===== src/hdl/lcd_pkg.sv =====
// constants, types and decode helpers of the line channel diagnostics block
`default_nettype none
package lcd_pkg;

	// ----------------------------------------------------------------
	// register map
	// ----------------------------------------------------------------
	localparam logic [11:0] CTRL_OFFSET = 12'h000;
	localparam logic [11:0] STAT_OFFSET = 12'h004;
	localparam logic [31:0] CTRL_RESET = 32'h0000_0000;
	// control fields
	localparam int CTRL_TX_EN_POS = 0;
	localparam int CTRL_PATH_POS = 1;
	localparam int CTRL_CFG0_POS = 2;
	localparam int CTRL_CFG1_POS = 3;
	localparam int CTRL_PAT_EN_POS = 4;
	localparam int CTRL_ERR_INS_POS = 5;
	localparam int CTRL_LB_REM_POS = 6;
	localparam int CTRL_LB_LOC_POS = 7;
	localparam int CTRL_RATE_E3_POS = 8;
	localparam int CTRL_USED_BITS = 9;
	// status fields
	localparam int STAT_FIFO_LIM_POS = 0;
	localparam int STAT_SYNC_LOST_POS = 1;
	localparam int STAT_DRV_FAULT_POS = 2;
	localparam int STAT_TX_ON_POS = 3;
	localparam int STAT_FILL_POS = 8;

	// ----------------------------------------------------------------
	// timing and sizes
	// ----------------------------------------------------------------
	localparam int unsigned DM_IDLE_PERIODS = 128;
	localparam int unsigned FIFO_SMALL = 16;
	localparam int unsigned FIFO_LARGE = 32;
	localparam int unsigned FIFO_MARGIN = 2;
	localparam int unsigned PRBS_ACQ_BITS = 32;
	localparam int unsigned PRBS_LOSS_ERRS = 4;
	localparam logic [22:0] PRBS_SEED = 23'h7f_ffff;

	// ----------------------------------------------------------------
	// types
	// ----------------------------------------------------------------
	typedef struct packed {
		logic pos;
		logic neg;
	} lcd_rails_type;

	typedef enum logic [3:0] {
		LB_NONE = 4'b0001,
		LB_DIGITAL = 4'b0010,
		LB_REMOTE = 4'b0100,
		LB_ANALOG = 4'b1000
	} lcd_loop_type;

	typedef enum logic [1:0] {
		CHK_HUNT = 2'b01,
		CHK_SYNC = 2'b10
	} lcd_chk_type;

	// remote/local bits: 00 none, 01 digital, 10 remote, 11 analog
	function automatic lcd_loop_type lcd_loop_decode(input logic rem, input logic loc);
		unique case ({rem, loc})
			2'b00: lcd_loop_decode = LB_NONE;
			2'b01: lcd_loop_decode = LB_DIGITAL;
			2'b10: lcd_loop_decode = LB_REMOTE;
			2'b11: lcd_loop_decode = LB_ANALOG;
		endcase
	endfunction : lcd_loop_decode

	// pattern feedback: 2^23-1 at e3, 2^15-1 otherwise
	function automatic logic lcd_prbs_fb(input logic [22:0] s, input logic e3);
		lcd_prbs_fb = e3 ? (s[22] ^ s[17]) : (s[14] ^ s[13]);
	endfunction : lcd_prbs_fb

endpackage : lcd_pkg
`default_nettype wire


===== src/hdl/lcd_channel.sv =====
// one line channel: drive monitor, transmit gating, attenuator fifo, pattern test and loopbacks
//
// The APB register port and the placing of the registers are this design's own decisions.
`default_nettype none
module lcd_channel
	import lcd_pkg::*;
#(
	parameter int unsigned IDLE_PERIODS = DM_IDLE_PERIODS,
	parameter int unsigned ACQ_BITS = PRBS_ACQ_BITS,
	parameter int unsigned LOSS_ERRS = PRBS_LOSS_ERRS
) (
	// clock and reset
	input wire logic pclk,
	input wire logic presetn,
	// apb slave
	input wire logic psel,
	input wire logic penable,
	input wire logic pwrite,
	input wire logic [11:0] paddr,
	input wire logic [31:0] pwdata,
	output logic pready,
	output logic [31:0] prdata,
	output logic pslverr,
	// system side
	input wire logic transmit_clock_in,
	input wire logic transmit_data_pos_in,
	input wire logic transmit_data_neg_in,
	output logic receive_clock_out,
	output logic receive_data_pos_out,
	output logic rx_neg_or_violation_out,
	// line side
	input wire logic transmitter_enable_pin,
	input wire logic line_recv_clock_in,
	input wire logic line_recv_pos_in,
	input wire logic line_recv_neg_in,
	input wire logic monitor_line_pos_in,
	input wire logic monitor_line_neg_in,
	output logic line_drive_pos_out,
	output logic line_drive_neg_out,
	output logic line_drive_oe,
	output logic drive_fault_flag_out
);

	// ----------------------------------------------------------------
	// pin synchronisers
	// ----------------------------------------------------------------
	localparam int P_TXC = 0;
	localparam int P_TXP = 1;
	localparam int P_TXN = 2;
	localparam int P_RXC = 3;
	localparam int P_RXP = 4;
	localparam int P_RXN = 5;
	localparam int P_MNP = 6;
	localparam int P_MNN = 7;
	localparam int P_TXE = 8;
	localparam int NPIN = 9;

	logic [NPIN-1:0] pin_raw;
	logic [NPIN-1:0] pin_s1;
	logic [NPIN-1:0] pin_s2;
	logic [NPIN-1:0] pin_s3;
	logic [NPIN-1:0] pin_f;
	logic [NPIN-1:0] next_pin_f;

	assign pin_raw = {transmitter_enable_pin, monitor_line_neg_in, monitor_line_pos_in, line_recv_neg_in,
		line_recv_pos_in, line_recv_clock_in, transmit_data_neg_in, transmit_data_pos_in, transmit_clock_in};
	// a change is accepted only once stages two and three agree
	assign next_pin_f = (~(pin_s2 ^ pin_s3) & pin_s3) | ((pin_s2 ^ pin_s3) & pin_f);

	// three-stage sampling of every outside pin
	always_ff @(posedge pclk or negedge presetn) begin
		if (!presetn) begin
			pin_s1 <= '0;
			pin_s2 <= '0;
			pin_s3 <= '0;
			pin_f <= '0;
		end else begin
			pin_s1 <= pin_raw;
			pin_s2 <= pin_s1;
			pin_s3 <= pin_s2;
			pin_f <= next_pin_f;
		end
	end

	logic txc_tick;
	logic rxc_tick;
	logic mon_toggle;
	lcd_rails_type sys_tx;
	lcd_rails_type line_rx_pin;

	assign txc_tick = next_pin_f[P_TXC] & ~pin_f[P_TXC];
	assign rxc_tick = next_pin_f[P_RXC] & ~pin_f[P_RXC];
	assign mon_toggle = (next_pin_f[P_MNP] != pin_f[P_MNP]) | (next_pin_f[P_MNN] != pin_f[P_MNN]);
	assign sys_tx = '{pos: next_pin_f[P_TXP], neg: next_pin_f[P_TXN]};
	assign line_rx_pin = '{pos: next_pin_f[P_RXP], neg: next_pin_f[P_RXN]};

	// ----------------------------------------------------------------
	// apb register file
	// ----------------------------------------------------------------
	logic [CTRL_USED_BITS-1:0] ctrl;
	logic fifo_limit_flag;
	logic pattern_sync_lost;
	logic transmitter_on;
	logic [5:0] fifo_fill;
	logic apb_wr;
	logic apb_rd;
	logic hit_ctrl;
	logic hit_stat;
	logic stat_read;
	logic [31:0] stat_word;

	assign hit_ctrl = (paddr == CTRL_OFFSET);
	assign hit_stat = (paddr == STAT_OFFSET);
	assign apb_wr = psel & penable & pwrite;
	assign apb_rd = psel & penable & ~pwrite;
	assign stat_read = apb_rd & hit_stat;
	assign pready = 1'b1;
	assign pslverr = psel & penable & ~(hit_ctrl | hit_stat);

	always_comb begin
		stat_word = 32'h0000_0000;
		stat_word[STAT_FIFO_LIM_POS] = fifo_limit_flag;
		stat_word[STAT_SYNC_LOST_POS] = pattern_sync_lost;
		stat_word[STAT_DRV_FAULT_POS] = drive_fault_flag_out;
		stat_word[STAT_TX_ON_POS] = transmitter_on;
		stat_word[STAT_FILL_POS +: 6] = fifo_fill;
	end

	// control writes land at the access edge
	always_ff @(posedge pclk or negedge presetn) begin
		if (!presetn) begin
			ctrl <= CTRL_RESET[CTRL_USED_BITS-1:0];
		end else if (apb_wr && hit_ctrl) begin
			ctrl <= pwdata[CTRL_USED_BITS-1:0];
		end
	end

	// read data captured in the setup cycle so it leaves a flop
	always_ff @(posedge pclk or negedge presetn) begin
		if (!presetn) begin
			prdata <= 32'h0000_0000;
		end else if (psel && !penable && !pwrite) begin
			if (hit_ctrl) begin
				prdata <= {{(32-CTRL_USED_BITS){1'b0}}, ctrl};
			end else if (hit_stat) begin
				prdata <= stat_word;
			end else begin
				prdata <= 32'h0000_0000;
			end
		end
	end

	logic transmitter_enable_bit;
	logic attenuator_path_select;
	logic attenuator_cfg_bit0;
	logic attenuator_cfg_bit1;
	logic pattern_mode_enable;
	logic pattern_error_insert;
	logic rate_e3;
	lcd_loop_type loop_mode;

	assign transmitter_enable_bit = ctrl[CTRL_TX_EN_POS];
	assign attenuator_path_select = ctrl[CTRL_PATH_POS]; // 1 = transmit path
	assign attenuator_cfg_bit0 = ctrl[CTRL_CFG0_POS];
	assign attenuator_cfg_bit1 = ctrl[CTRL_CFG1_POS];
	assign pattern_mode_enable = ctrl[CTRL_PAT_EN_POS];
	assign pattern_error_insert = ctrl[CTRL_ERR_INS_POS];
	assign rate_e3 = ctrl[CTRL_RATE_E3_POS];
	assign loop_mode = lcd_loop_decode(ctrl[CTRL_LB_REM_POS], ctrl[CTRL_LB_LOC_POS]);

	// ----------------------------------------------------------------
	// transmit drive monitor
	// ----------------------------------------------------------------
	logic [7:0] idle_count;

	// counts transmit clock periods without a line transition
	always_ff @(posedge pclk or negedge presetn) begin
		if (!presetn) begin
			idle_count <= 8'h00;
			drive_fault_flag_out <= 1'b0;
		end else if (mon_toggle) begin
			idle_count <= 8'h00;
			drive_fault_flag_out <= 1'b0;
		end else if (txc_tick && !drive_fault_flag_out) begin
			if (idle_count == 8'(IDLE_PERIODS - 1)) begin
				drive_fault_flag_out <= 1'b1;
			end else begin
				idle_count <= idle_count + 8'h01;
			end
		end
	end

	// ----------------------------------------------------------------
	// transmitter gating
	// ----------------------------------------------------------------
	// the register bit alone cannot keep a dead card on: pin has the final word
	assign transmitter_on = pin_f[P_TXE] & transmitter_enable_bit;

	// ----------------------------------------------------------------
	// jitter attenuator fifo
	// ----------------------------------------------------------------
	logic atten_on;
	logic path_tx;
	logic [5:0] depth;
	logic wr_tick;
	logic rd_tick;
	logic primed;
	logic fifo_clear;
	lcd_rails_type fifo_mem [0:FIFO_LARGE-1];
	lcd_rails_type fifo_in;
	lcd_rails_type fifo_q;
	logic [4:0] wptr;
	logic [4:0] rptr;
	logic [4:0] ptr_mask;
	logic tx_tick;

	assign atten_on = attenuator_cfg_bit0 ^ attenuator_cfg_bit1;
	assign depth = attenuator_cfg_bit1 ? 6'(FIFO_LARGE) : 6'(FIFO_SMALL);
	assign ptr_mask = 5'(depth - 6'd1);
	assign path_tx = attenuator_path_select;
	// remote loopback times the transmit side from the receive clock
	assign tx_tick = (loop_mode == LB_REMOTE) ? rxc_tick : txc_tick;
	assign wr_tick = atten_on & (path_tx ? tx_tick : rxc_tick);
	assign fifo_clear = ~atten_on | stat_read;

	// smoothed read clock: averages the write spacing over eight periods
	logic [15:0] gap_count;
	logic [15:0] gap_acc;
	logic [15:0] rd_count;
	logic [12:0] gap_avg;

	assign gap_avg = gap_acc[15:3];

	always_ff @(posedge pclk or negedge presetn) begin
		if (!presetn) begin
			gap_count <= 16'h0000;
			gap_acc <= 16'h0000;
		end else if (wr_tick) begin
			gap_count <= 16'h0001;
			gap_acc <= gap_acc - {3'b000, gap_avg} + gap_count;
		end else if (gap_count != 16'hffff) begin
			gap_count <= gap_count + 16'h0001;
		end
	end

	assign rd_tick = primed & (rd_count >= {3'b000, gap_avg});

	always_ff @(posedge pclk or negedge presetn) begin
		if (!presetn) begin
			rd_count <= 16'h0000;
		end else if (rd_tick || !primed) begin
			rd_count <= 16'h0001;
		end else if (rd_count != 16'hffff) begin
			rd_count <= rd_count + 16'h0001;
		end
	end

	// pointers, fill and centring; reads start once half full
	always_ff @(posedge pclk or negedge presetn) begin
		if (!presetn) begin
			wptr <= 5'd0;
			rptr <= 5'd0;
			fifo_fill <= 6'd0;
			primed <= 1'b0;
		end else if (fifo_clear) begin
			wptr <= 5'd0;
			rptr <= 5'd0;
			fifo_fill <= 6'd0;
			primed <= 1'b0;
		end else begin
			if (wr_tick && fifo_fill != depth) begin
				wptr <= (wptr + 5'd1) & ptr_mask;
			end
			if (rd_tick && fifo_fill != 6'd0) begin
				rptr <= (rptr + 5'd1) & ptr_mask;
			end
			fifo_fill <= fifo_fill + 6'((wr_tick && fifo_fill != depth) ? 1 : 0)
				- 6'((rd_tick && fifo_fill != 6'd0) ? 1 : 0);
			if (fifo_fill >= (depth >> 1)) begin
				primed <= 1'b1;
			end
		end
	end

	always_ff @(posedge pclk) begin
		if (wr_tick) begin
			fifo_mem[wptr] <= fifo_in;
		end
	end

	always_ff @(posedge pclk or negedge presetn) begin
		if (!presetn) begin
			fifo_q <= '0;
		end else if (rd_tick && fifo_fill != 6'd0) begin
			fifo_q <= fifo_mem[rptr];
		end
	end

	// limit flag: a new hit in the read cycle wins over the clear
	logic near_limit;

	assign near_limit = primed & atten_on & ((fifo_fill >= depth - 6'(FIFO_MARGIN))
		| (fifo_fill <= 6'(FIFO_MARGIN)));

	always_ff @(posedge pclk or negedge presetn) begin
		if (!presetn) begin
			fifo_limit_flag <= 1'b0;
		end else if (near_limit) begin
			fifo_limit_flag <= 1'b1;
		end else if (stat_read) begin
			fifo_limit_flag <= 1'b0;
		end
	end

	// ----------------------------------------------------------------
	// data paths and loopbacks
	// ----------------------------------------------------------------
	lcd_rails_type line_out;
	lcd_rails_type rx_line;
	lcd_rails_type rx_after;
	lcd_rails_type tx_pre;
	lcd_rails_type pat_rails;
	logic ami_phase;
	logic [22:0] gen_lfsr;
	logic gen_bit;
	logic err_arm;
	logic ins_prev;

	// analog loopback: receiver sees the driven line, receive rail pins ignored, receive clock pin still used
	assign rx_line = (loop_mode == LB_ANALOG) ? line_out : line_rx_pin;
	assign rx_after = (atten_on && !path_tx) ? fifo_q : rx_line;
	assign gen_bit = lcd_prbs_fb(gen_lfsr, rate_e3) ^ err_arm;
	// single-rail pattern is ami coded onto the line rails
	assign pat_rails = gen_bit ? (ami_phase ? lcd_rails_type'{pos: 1'b0, neg: 1'b1}
		: lcd_rails_type'{pos: 1'b1, neg: 1'b0}) : lcd_rails_type'(2'b00);

	always_comb begin
		if (loop_mode == LB_REMOTE) begin
			tx_pre = rx_after;
		end else if (pattern_mode_enable) begin
			tx_pre = pat_rails;
		end else begin
			tx_pre = sys_tx;
		end
	end

	assign fifo_in = path_tx ? tx_pre : rx_line;

	// line driver register and pattern generator
	always_ff @(posedge pclk or negedge presetn) begin
		if (!presetn) begin
			line_out <= '0;
			gen_lfsr <= PRBS_SEED;
			ami_phase <= 1'b0;
		end else if (tx_tick) begin
			line_out <= (atten_on && path_tx) ? fifo_q : tx_pre;
			if (pattern_mode_enable) begin
				gen_lfsr <= {gen_lfsr[21:0], lcd_prbs_fb(gen_lfsr, rate_e3)};
				ami_phase <= ami_phase ^ gen_bit;
			end
		end
	end

	// one error per 0-to-1 write; the arm beats its own consumption
	always_ff @(posedge pclk or negedge presetn) begin
		if (!presetn) begin
			ins_prev <= 1'b0;
			err_arm <= 1'b0;
		end else begin
			ins_prev <= pattern_error_insert;
			if (pattern_mode_enable && pattern_error_insert && !ins_prev) begin
				err_arm <= 1'b1;
			end else if (tx_tick || !pattern_mode_enable) begin
				err_arm <= 1'b0;
			end
		end
	end

	// drivers released whenever the transmitter is off
	always_ff @(posedge pclk or negedge presetn) begin
		if (!presetn) begin
			line_drive_pos_out <= 1'b0;
			line_drive_neg_out <= 1'b0;
			line_drive_oe <= 1'b0;
		end else begin
			line_drive_pos_out <= transmitter_on & line_out.pos;
			line_drive_neg_out <= transmitter_on & line_out.neg;
			line_drive_oe <= transmitter_on;
		end
	end

	// ----------------------------------------------------------------
	// pattern checker
	// ----------------------------------------------------------------
	lcd_chk_type chk_state;
	logic [22:0] chk_lfsr;
	logic [5:0] good_run;
	logic [3:0] err_count;
	logic rx_bit;
	logic chk_err;
	logic viol;

	assign rx_bit = rx_after.pos | rx_after.neg;
	assign chk_err = lcd_prbs_fb(chk_lfsr, rate_e3) != rx_bit;
	assign pattern_sync_lost = pattern_mode_enable & (chk_state != CHK_SYNC);

	// hunts on received bits, then flywheels so one error shows once
	always_ff @(posedge pclk or negedge presetn) begin
		if (!presetn) begin
			chk_state <= CHK_HUNT;
			chk_lfsr <= PRBS_SEED;
			good_run <= 6'd0;
			err_count <= 4'd0;
			viol <= 1'b0;
		end else if (!pattern_mode_enable) begin
			chk_state <= CHK_HUNT;
			good_run <= 6'd0;
			err_count <= 4'd0;
			viol <= 1'b0;
		end else if (rxc_tick) begin
			good_run <= chk_err ? 6'd0 : ((good_run == 6'(ACQ_BITS)) ? good_run : good_run + 6'd1);
			unique case (chk_state)
				CHK_HUNT: begin
					chk_lfsr <= {chk_lfsr[21:0], rx_bit};
					viol <= 1'b1;
					err_count <= 4'd0;
					if (!chk_err && good_run == 6'(ACQ_BITS - 1)) begin
						chk_state <= CHK_SYNC;
					end
				end
				CHK_SYNC: begin
					chk_lfsr <= {chk_lfsr[21:0], lcd_prbs_fb(chk_lfsr, rate_e3)};
					viol <= chk_err;
					if (chk_err && err_count == 4'(LOSS_ERRS - 1)) begin
						chk_state <= CHK_HUNT;
					end else if (chk_err) begin
						err_count <= err_count + 4'd1;
					end else if (good_run == 6'(ACQ_BITS)) begin
						err_count <= 4'd0;
					end
				end
			endcase
		end
	end

	// ----------------------------------------------------------------
	// receive outputs
	// ----------------------------------------------------------------
	logic rx_out_tick;

	assign rx_out_tick = (loop_mode == LB_DIGITAL) ? txc_tick : rxc_tick;

	always_ff @(posedge pclk or negedge presetn) begin
		if (!presetn) begin
			receive_clock_out <= 1'b0;
			receive_data_pos_out <= 1'b0;
			rx_neg_or_violation_out <= 1'b0;
		end else begin
			receive_clock_out <= (loop_mode == LB_DIGITAL) ? pin_f[P_TXC] : pin_f[P_RXC];
			if (rx_out_tick) begin
				if (loop_mode == LB_DIGITAL) begin
					receive_data_pos_out <= sys_tx.pos;
					rx_neg_or_violation_out <= sys_tx.neg;
				end else if (pattern_mode_enable) begin
					receive_data_pos_out <= rx_bit;
					rx_neg_or_violation_out <= viol;
				end else begin
					receive_data_pos_out <= rx_after.pos;
					rx_neg_or_violation_out <= rx_after.neg;
				end
			end
		end
	end

endmodule : lcd_channel
`default_nettype wire


===== config.mk =====
export PLATFORM = sky130hd
export DESIGN_NAME = lcd_channel
export DESIGN_NICKNAME = d
export VERILOG_FILES = /design/src/hdl/lcd_pkg.sv /design/src/hdl/lcd_channel.sv
export SDC_FILE = /design/constraint.sdc
export NUM_CORES = 1
export LEC_CHECK = 0
export ABC_CLOCK_PERIOD_IN_PS = 3100
export BUFFER_PORTS_ARGS = -buffer_cell sky130_fd_sc_hd__buf_2
export CAP_MARGIN = 20
export CORE_ASPECT_RATIO = 0.9
export CORE_MARGIN = 2
export CORE_UTILIZATION = 41
export DETAILED_ROUTE_END_ITERATION = 8
export PLACE_DENSITY = 0.7
export SYNTH_ARGS = -nofsm -noshare
export SYNTH_HDL_FRONTEND = slang
export SYNTH_SLANG_ARGS = --single-unit
export TNS_END_PERCENT = 30

===== constraint.sdc =====
create_clock -name pclk -period 3.1 [get_ports pclk]
set_input_delay 0.31 -clock pclk [delete_from_list [all_inputs] [get_ports pclk]]
set_output_delay 0.31 -clock pclk [all_outputs]
set_load 0.03 [all_outputs]

==> Word level (Yosys, flattened, before mapping) <==
Memory sizes are Yosys's and may differ from the RTL's. A register that Yosys moved wholly into a read port is not among the register bits.
Index checks and enable logic that the tools add are counted.
Widths: inputs -> output; s select.
{ "totals": {"output_inout_bits": 41, "mem_bits_rw": 64, "n_memories": 1, "word_cells": 225, "ff_bits": 222, "input_bits": 58} }
{ "mem_list": {"columns": ["name", "depth", "width", "read_ports", "rd_ports_with_merged_regs", "write_ports", "line_no", "source"], "rows": [
  ["fifo_mem", 32, 2, 1, 1, 1, "lcd_channel.sv:209", "lcd_rails_type fifo_mem [0:FIFO_LARGE-1];"]
]} }
{ "op_classes": {"addsub": 13, "n_eq_ne": 27, "magnitude_cmp": 4, "bitwise": 39, "reduce_logical": 42, "n_mux": 66} }
{ "ops": {"columns": ["cell", "count"], "rows": [
  ["$mux 16", 4],
  ["$pmux 23 s2", 1],
  ["$mux 6", 6],
  ["$add 16x1->16 const B", 2],
  ["$ne 16x16->1 const B", 2],
  ["$mux 14", 2],
  ["$mux 1", 25],
  ["$mux 2", 12],
  ["$mux 8", 3],
  ["$mux 4", 5],
  ["$mux 5", 4],
  ["$and 9x9->9", 2],
  ["$reduce_bool 2->1", 9],
  ["$add 16x16->16", 1],
  ["$ge 16x13->1", 1],
  ["$pmux 4 s4", 1],
  ["$sub 16x13->16", 1],
  ["$and 1x1->1", 15],
  ["$eq 12x3->1 const B", 1],
  ["$logic_and 1x1->1", 12],
  ["$logic_not 12->1", 1],
  ["$ne 3x3->1 const B", 4],
  ["$add 5x1->5 const B", 2],
  ["$and 5x5->5", 2],
  ["other kinds (37)", 73]
]} }

==> Logic depth before layout (Yosys ltp) <==
{ "depth": {"ltp_word": 14, "mapped_depth": 17, "mapped_depth_nobuf": 17} }

==> Worst setup path before layout <==
No wires, ideal clock.
{ "synth_path": {"kind": "register -> register", "start": "register gap_acc[12]", "end": "register fifo_fill[5]", "stages_incl_launch_ff": 18, "synth_period_minus_slack_ns": 3.458, "t_required_ns": 3.022, "setup_slack_ns": -0.358, "setup_time_ns": 0.078, "path_buffers": 0, "arrival_ns": 3.380, "path_cell_list": "dfrtp_1 -> inv_1 -> ha_1 -> a21o_1 -> a211oi_1 -> o21ai_0 -> a211oi_1 -> nor2_1 -> ha_1 -> inv_1 -> ha_1 -> a21o_1 -> a21oi_1 -> nor2_1 -> nor2_1 -> nor2_1 -> or3_1 -> a21oi_1"} }
{ "synth_between": {"elab_chain_cells": 6} }
{ "synth_lines": {"columns": ["element", "line_no", "source"], "rows": [
  ["start, declared", "lcd_channel.sv:228", "logic [15:0] gap_acc;"],
  ["start signal, assigned", "lcd_channel.sv:240", "gap_acc <= gap_acc - {3'b000, gap_avg} + gap_count;"],
  ["$ge 16x13->1", "lcd_channel.sv:246", "assign rd_tick = primed & (rd_count >= {3'b000, gap_avg});"],
  ["$and 1x1->1", "lcd_channel.sv:246", null],
  ["$logic_and 1x1->1", "lcd_channel.sv:278", "- 6'((rd_tick && fifo_fill != 6'd0) ? 1 : 0);"],
  ["$mux 1", "lcd_channel.sv:278", null],
  ["$sub 6x1->6", "lcd_channel.sv:278", null],
  ["$mux 6", "lcd_channel.sv:265", "end else if (fifo_clear) begin"],
  ["end signal, assigned", "lcd_channel.sv:277", "fifo_fill <= fifo_fill + 6'((wr_tick && fifo_fill != depth) ? 1 : 0)"],
  ["end, declared", "lcd_channel.sv:104", "logic [5:0] fifo_fill;"]
]} }
Every way passes these cells.
A chain may end at the register's enable or synchronous reset.

==> Final worst setup path <==
{ "layout_path": {"start": "register gap_acc[10]", "end": "register fifo_fill[5]"} }
Same word-level chain as after synthesis.

==> impl_metrics.csv <==
group,metric,value,unit
layout,layout_common_cells,"dfrtp_1, nor2_1, inv_1, nand2_1, edfxtp_1",
clock_network,clock_path_buffers,3,
route,avgViaCountPerCell,5.10,
route,via_count,8651,
worst_setup_path,crit_type,"flip-flop to flip-flop",
place,pre_cts_slack,-25.3,ps
clock_network,cts_tree,"yes",
floorplan,initial_utilization,41.6,%
layout,nets,1387,
sta,period_share,100,%
route,routed_wl,26.7,mm
power_and_ir_drop,p_total,12.3,mW
floorplan,core,31800,sq um
logic_synthesis,ys_async_sr_fraction,76.3,%
place,dp_hpwl,18.3,mm
logic_synthesis,avgSynthCellArea,11.7,sq um
logic_synthesis,yosys_warnings,0,
worst_setup_path,path_max_fanout,2,
place,portBuffers,56,
logic_synthesis,synth-edff-count,64,
worst_setup_path,endpoint_kind,"flip-flop",
layout,num-fill-cells,2825,
sta,timing.final.ws_setup,-9.30,ps
logic_synthesis,syn_area,13200,sq um
clock_network,cts_buffers,29,
logic_synthesis,syn_inst,1130,
worst_setup_path,cp_slowest_cell,"dfrtp_1",
outcome,status,"finished, violations left",
floorplan,rows,62,
route,wl_per_cell,15.7,um
clock_network,htreeDepth,1,
sta,rsz0062_at_grt,"true",
sta,max_freq,322,MHz
route,drt_first_pass_iters,5,
layout,antenna-diode-count,0,
global_route,antenna_found_initial,0,
sta,drv_slew,0,
global_route,grt_pass1_vias,8817,
worst_setup_path,reg2reg_from,"gap_acc[10]",
route,drc,0,
worst_setup_path,critPathRequiredTime,3570,ps
logic_synthesis,synth_ff_type,"dfrtp_1",
power_and_ir_drop,pwr_density_cell,795,nW/um^2
global_route,grt_pass1_wl,44.5,mm
worst_setup_path,startpoint_type,"flip-flop",
sta,hold_viol_final,0,
outcome,violations,"negative setup slack",
sta,clock-skew-final,25.0,ps
sta,setup_viol,1,
floorplan,fp.dieW,193,um
logic_synthesis,ys_types,78,
worst_setup_path,crit_path_max_incr_delay,380,ps
place,globalplace.congestion,0.829,
sta,period_needed,3110,ps
min_path,min_from,"pwdata[6]",
sta,tightestPinTransition,789,ps
sta,relSlewSlack,47.3,%
global_route,track_usage,15.9,%
sta,setup_tns,-9.30,ps
run,cap_violations,0,
layout,drive_above_1_share,24.9,%
global_route,grt-ovfl-total,0,
layout,register_area,7140,sq um
power_and_ir_drop,leakage,6.71,nW
worst_setup_path,crit_path_frequent_cell,"nor2_1",
floorplan,die_area,33700,sq um
layout,syn2layout_area_growth,17.0,%
worst_setup_path,arrival,3580,ps
power_and_ir_drop,ir_worst_vdd,0.000566,V
clock_network,clock-sinks,270,
logic_synthesis,ys_seq_elements,270,
layout,postLayoutCoreUtil,48.6,%
worst_setup_path,cp-startpoint,"gap_acc[10]",
floorplan,io_pins,99,
layout,multiInputGateArea,5660,sq um
global_route,grt_max_degree,83,
route,first_iter_violations,548,
clock_network,clock_latency,550,ps
layout,layout_commonest_cell,"dfrtp_1",
clock_network,clk_pin_slew,60,ps
min_path,hp-class,"primary input to flip-flop",
floorplan,die_y,174,um
logic_synthesis,synth_seq_area_share,54.0,%
route,postRouteAntennaNets,0,
worst_setup_path,cp_cell_sequence,"inv_1, ha_1, nand2_1, nor4_1, a221o_1, a211oi_2, nor2_2, ha_1, inv_2, ha_4, a21o_1, a21oi_2, nor2_1, nor2_1, nor2_1, or3_1, a21oi_2",
clock_network,clockRootBuffer,"clkbuf_16",
==> report_power, final <==
part / internal [mW] / switching, mW / leakage [nW] / total, mW
clock network: 2.04 / 1.42 / 0.475 / 3.47
registers: 3.97 / 0.372 / 3.07 / 4.34
logic: 2.10 / 2.39 / 3.17 / 4.49
total: 8.11 / 4.18 / 6.71 / 12.3
==> per-stage QoR <==
step,hold slack [ps],instances,instance area [sq um]
2_1_floorplan,14.4,1149,13300
3_3_place_gp,332,1626,14300
3_5_place_dp,337,1626,14300
4_1_cts,8.12,1696,15400
5_1_grt,11.7,1696,15500
6_report,24.1,1696,15500
==> cell type report <==
| type | count | share of cell area, % |
|---|---|---|
| Sequential cell | 270 | 46.1 |
| Multi-Input combinational cell | 745 | 36.6 |
| Timing Repair Buffer | 122 | 5.49 |
| Clock buffer | 40 | 5.35 |
| Tap cell | 416 | 3.37 |
| Inverter | 89 | 2.16 |
| Clock inverter | 14 | 0.890 |
==> critical path, delay by kind of cell (launching register included) <==
family / cells / cell delay (ps)
compound gates: 5 / 1070
fa+ha+maj: 3 / 700
buf+inv: 2 / 160
flops: 1 / 380
simple gates: 7 / 720
==> sequential cells by signal (all words and copies together) (netlist names), 2 cells and up, named ones only <==
signal      cells
fifo_mem       64
fifo_q          2
rptr            5
wptr            5
gap_count      16
prdata         14
gen_lfsr       23
pin_s3          9
chk_state       2
fifo_fill       6
chk_lfsr       23
pin_s1          9
err_count       4
pin_f           8
pin_s2          9
good_run        6
gap_acc        16
rd_count       16
idle_count      8
ctrl            9
line_out        2
==> cell usage after synthesis, types with 12 or more instances <==
cell / n / area [sq um]
dfrtp_1: 159 / 3980
inv_1: 89 / 334
nand4_1: 13 / 81.3
nor2_1: 118 / 443
clkbuf_1: 21 / 78.8
xor2_1: 25 / 219
dfstp_2: 47 / 1230
mux2_2: 52 / 586
edfxtp_1: 64 / 1920
mux4_2: 20 / 450
nand2_1: 84 / 315
buf_4: 19 / 143
nor3_1: 19 / 95.1
a21oi_1: 35 / 175
ha_1: 58 / 726
nand3_1: 31 / 155
xnor2_1: 37 / 324
and3_1: 12 / 75.1
fa_1: 14 / 280
o21ai_0: 50 / 250
==> routing by layer <==
layer  part of all wire, %  track usage (%)  vias up
met5                     0                0        -
met4                   1.6             3.63        0
met3                   4.1             2.06       30
met2                    47             26.2      185
met1                    47             22.4     4278
li1                      -                -     4158
==> what timing repair did <==
action,CTS,global route
pin swaps,0,1
setup endpoints to repair,3,6
gates resized for setup,1,12
setup buffers,0,0
endpoints found under the hold margin,94,0
hold buffers,16,0
==> worst paths after layout <==
check / end / slack, ps / cells after the start
worst max register to register: fifo_fill[5] / -9 / 17
worst min register to register: pin_s2[5] / 340 / 0
worst min-delay path: ctrl[6] / 20 / 2
worst max-delay path: fifo_fill[5] / -9 / 17
min in group asynchronous: idle_count[2] / 350 / 2
max in group asynchronous: gen_lfsr[8] / 1840 / 3
==> cell families (layout without fill, tap and decap cells) <==
logic type      Yosys count  in the layout  share of synthesized area [%]
buf+inv                 134            265                           4.42
xor+xnor                 64             64                           4.44
flops                   270            270                           54.0
mux                      86             86                           9.06
simple gates            336            336                           12.0
compound gates          157            157                           7.72
fa+ha+maj                81             81                           8.29
other cells               2             21                         0.0568
Power figures use the tool's default switching activity.
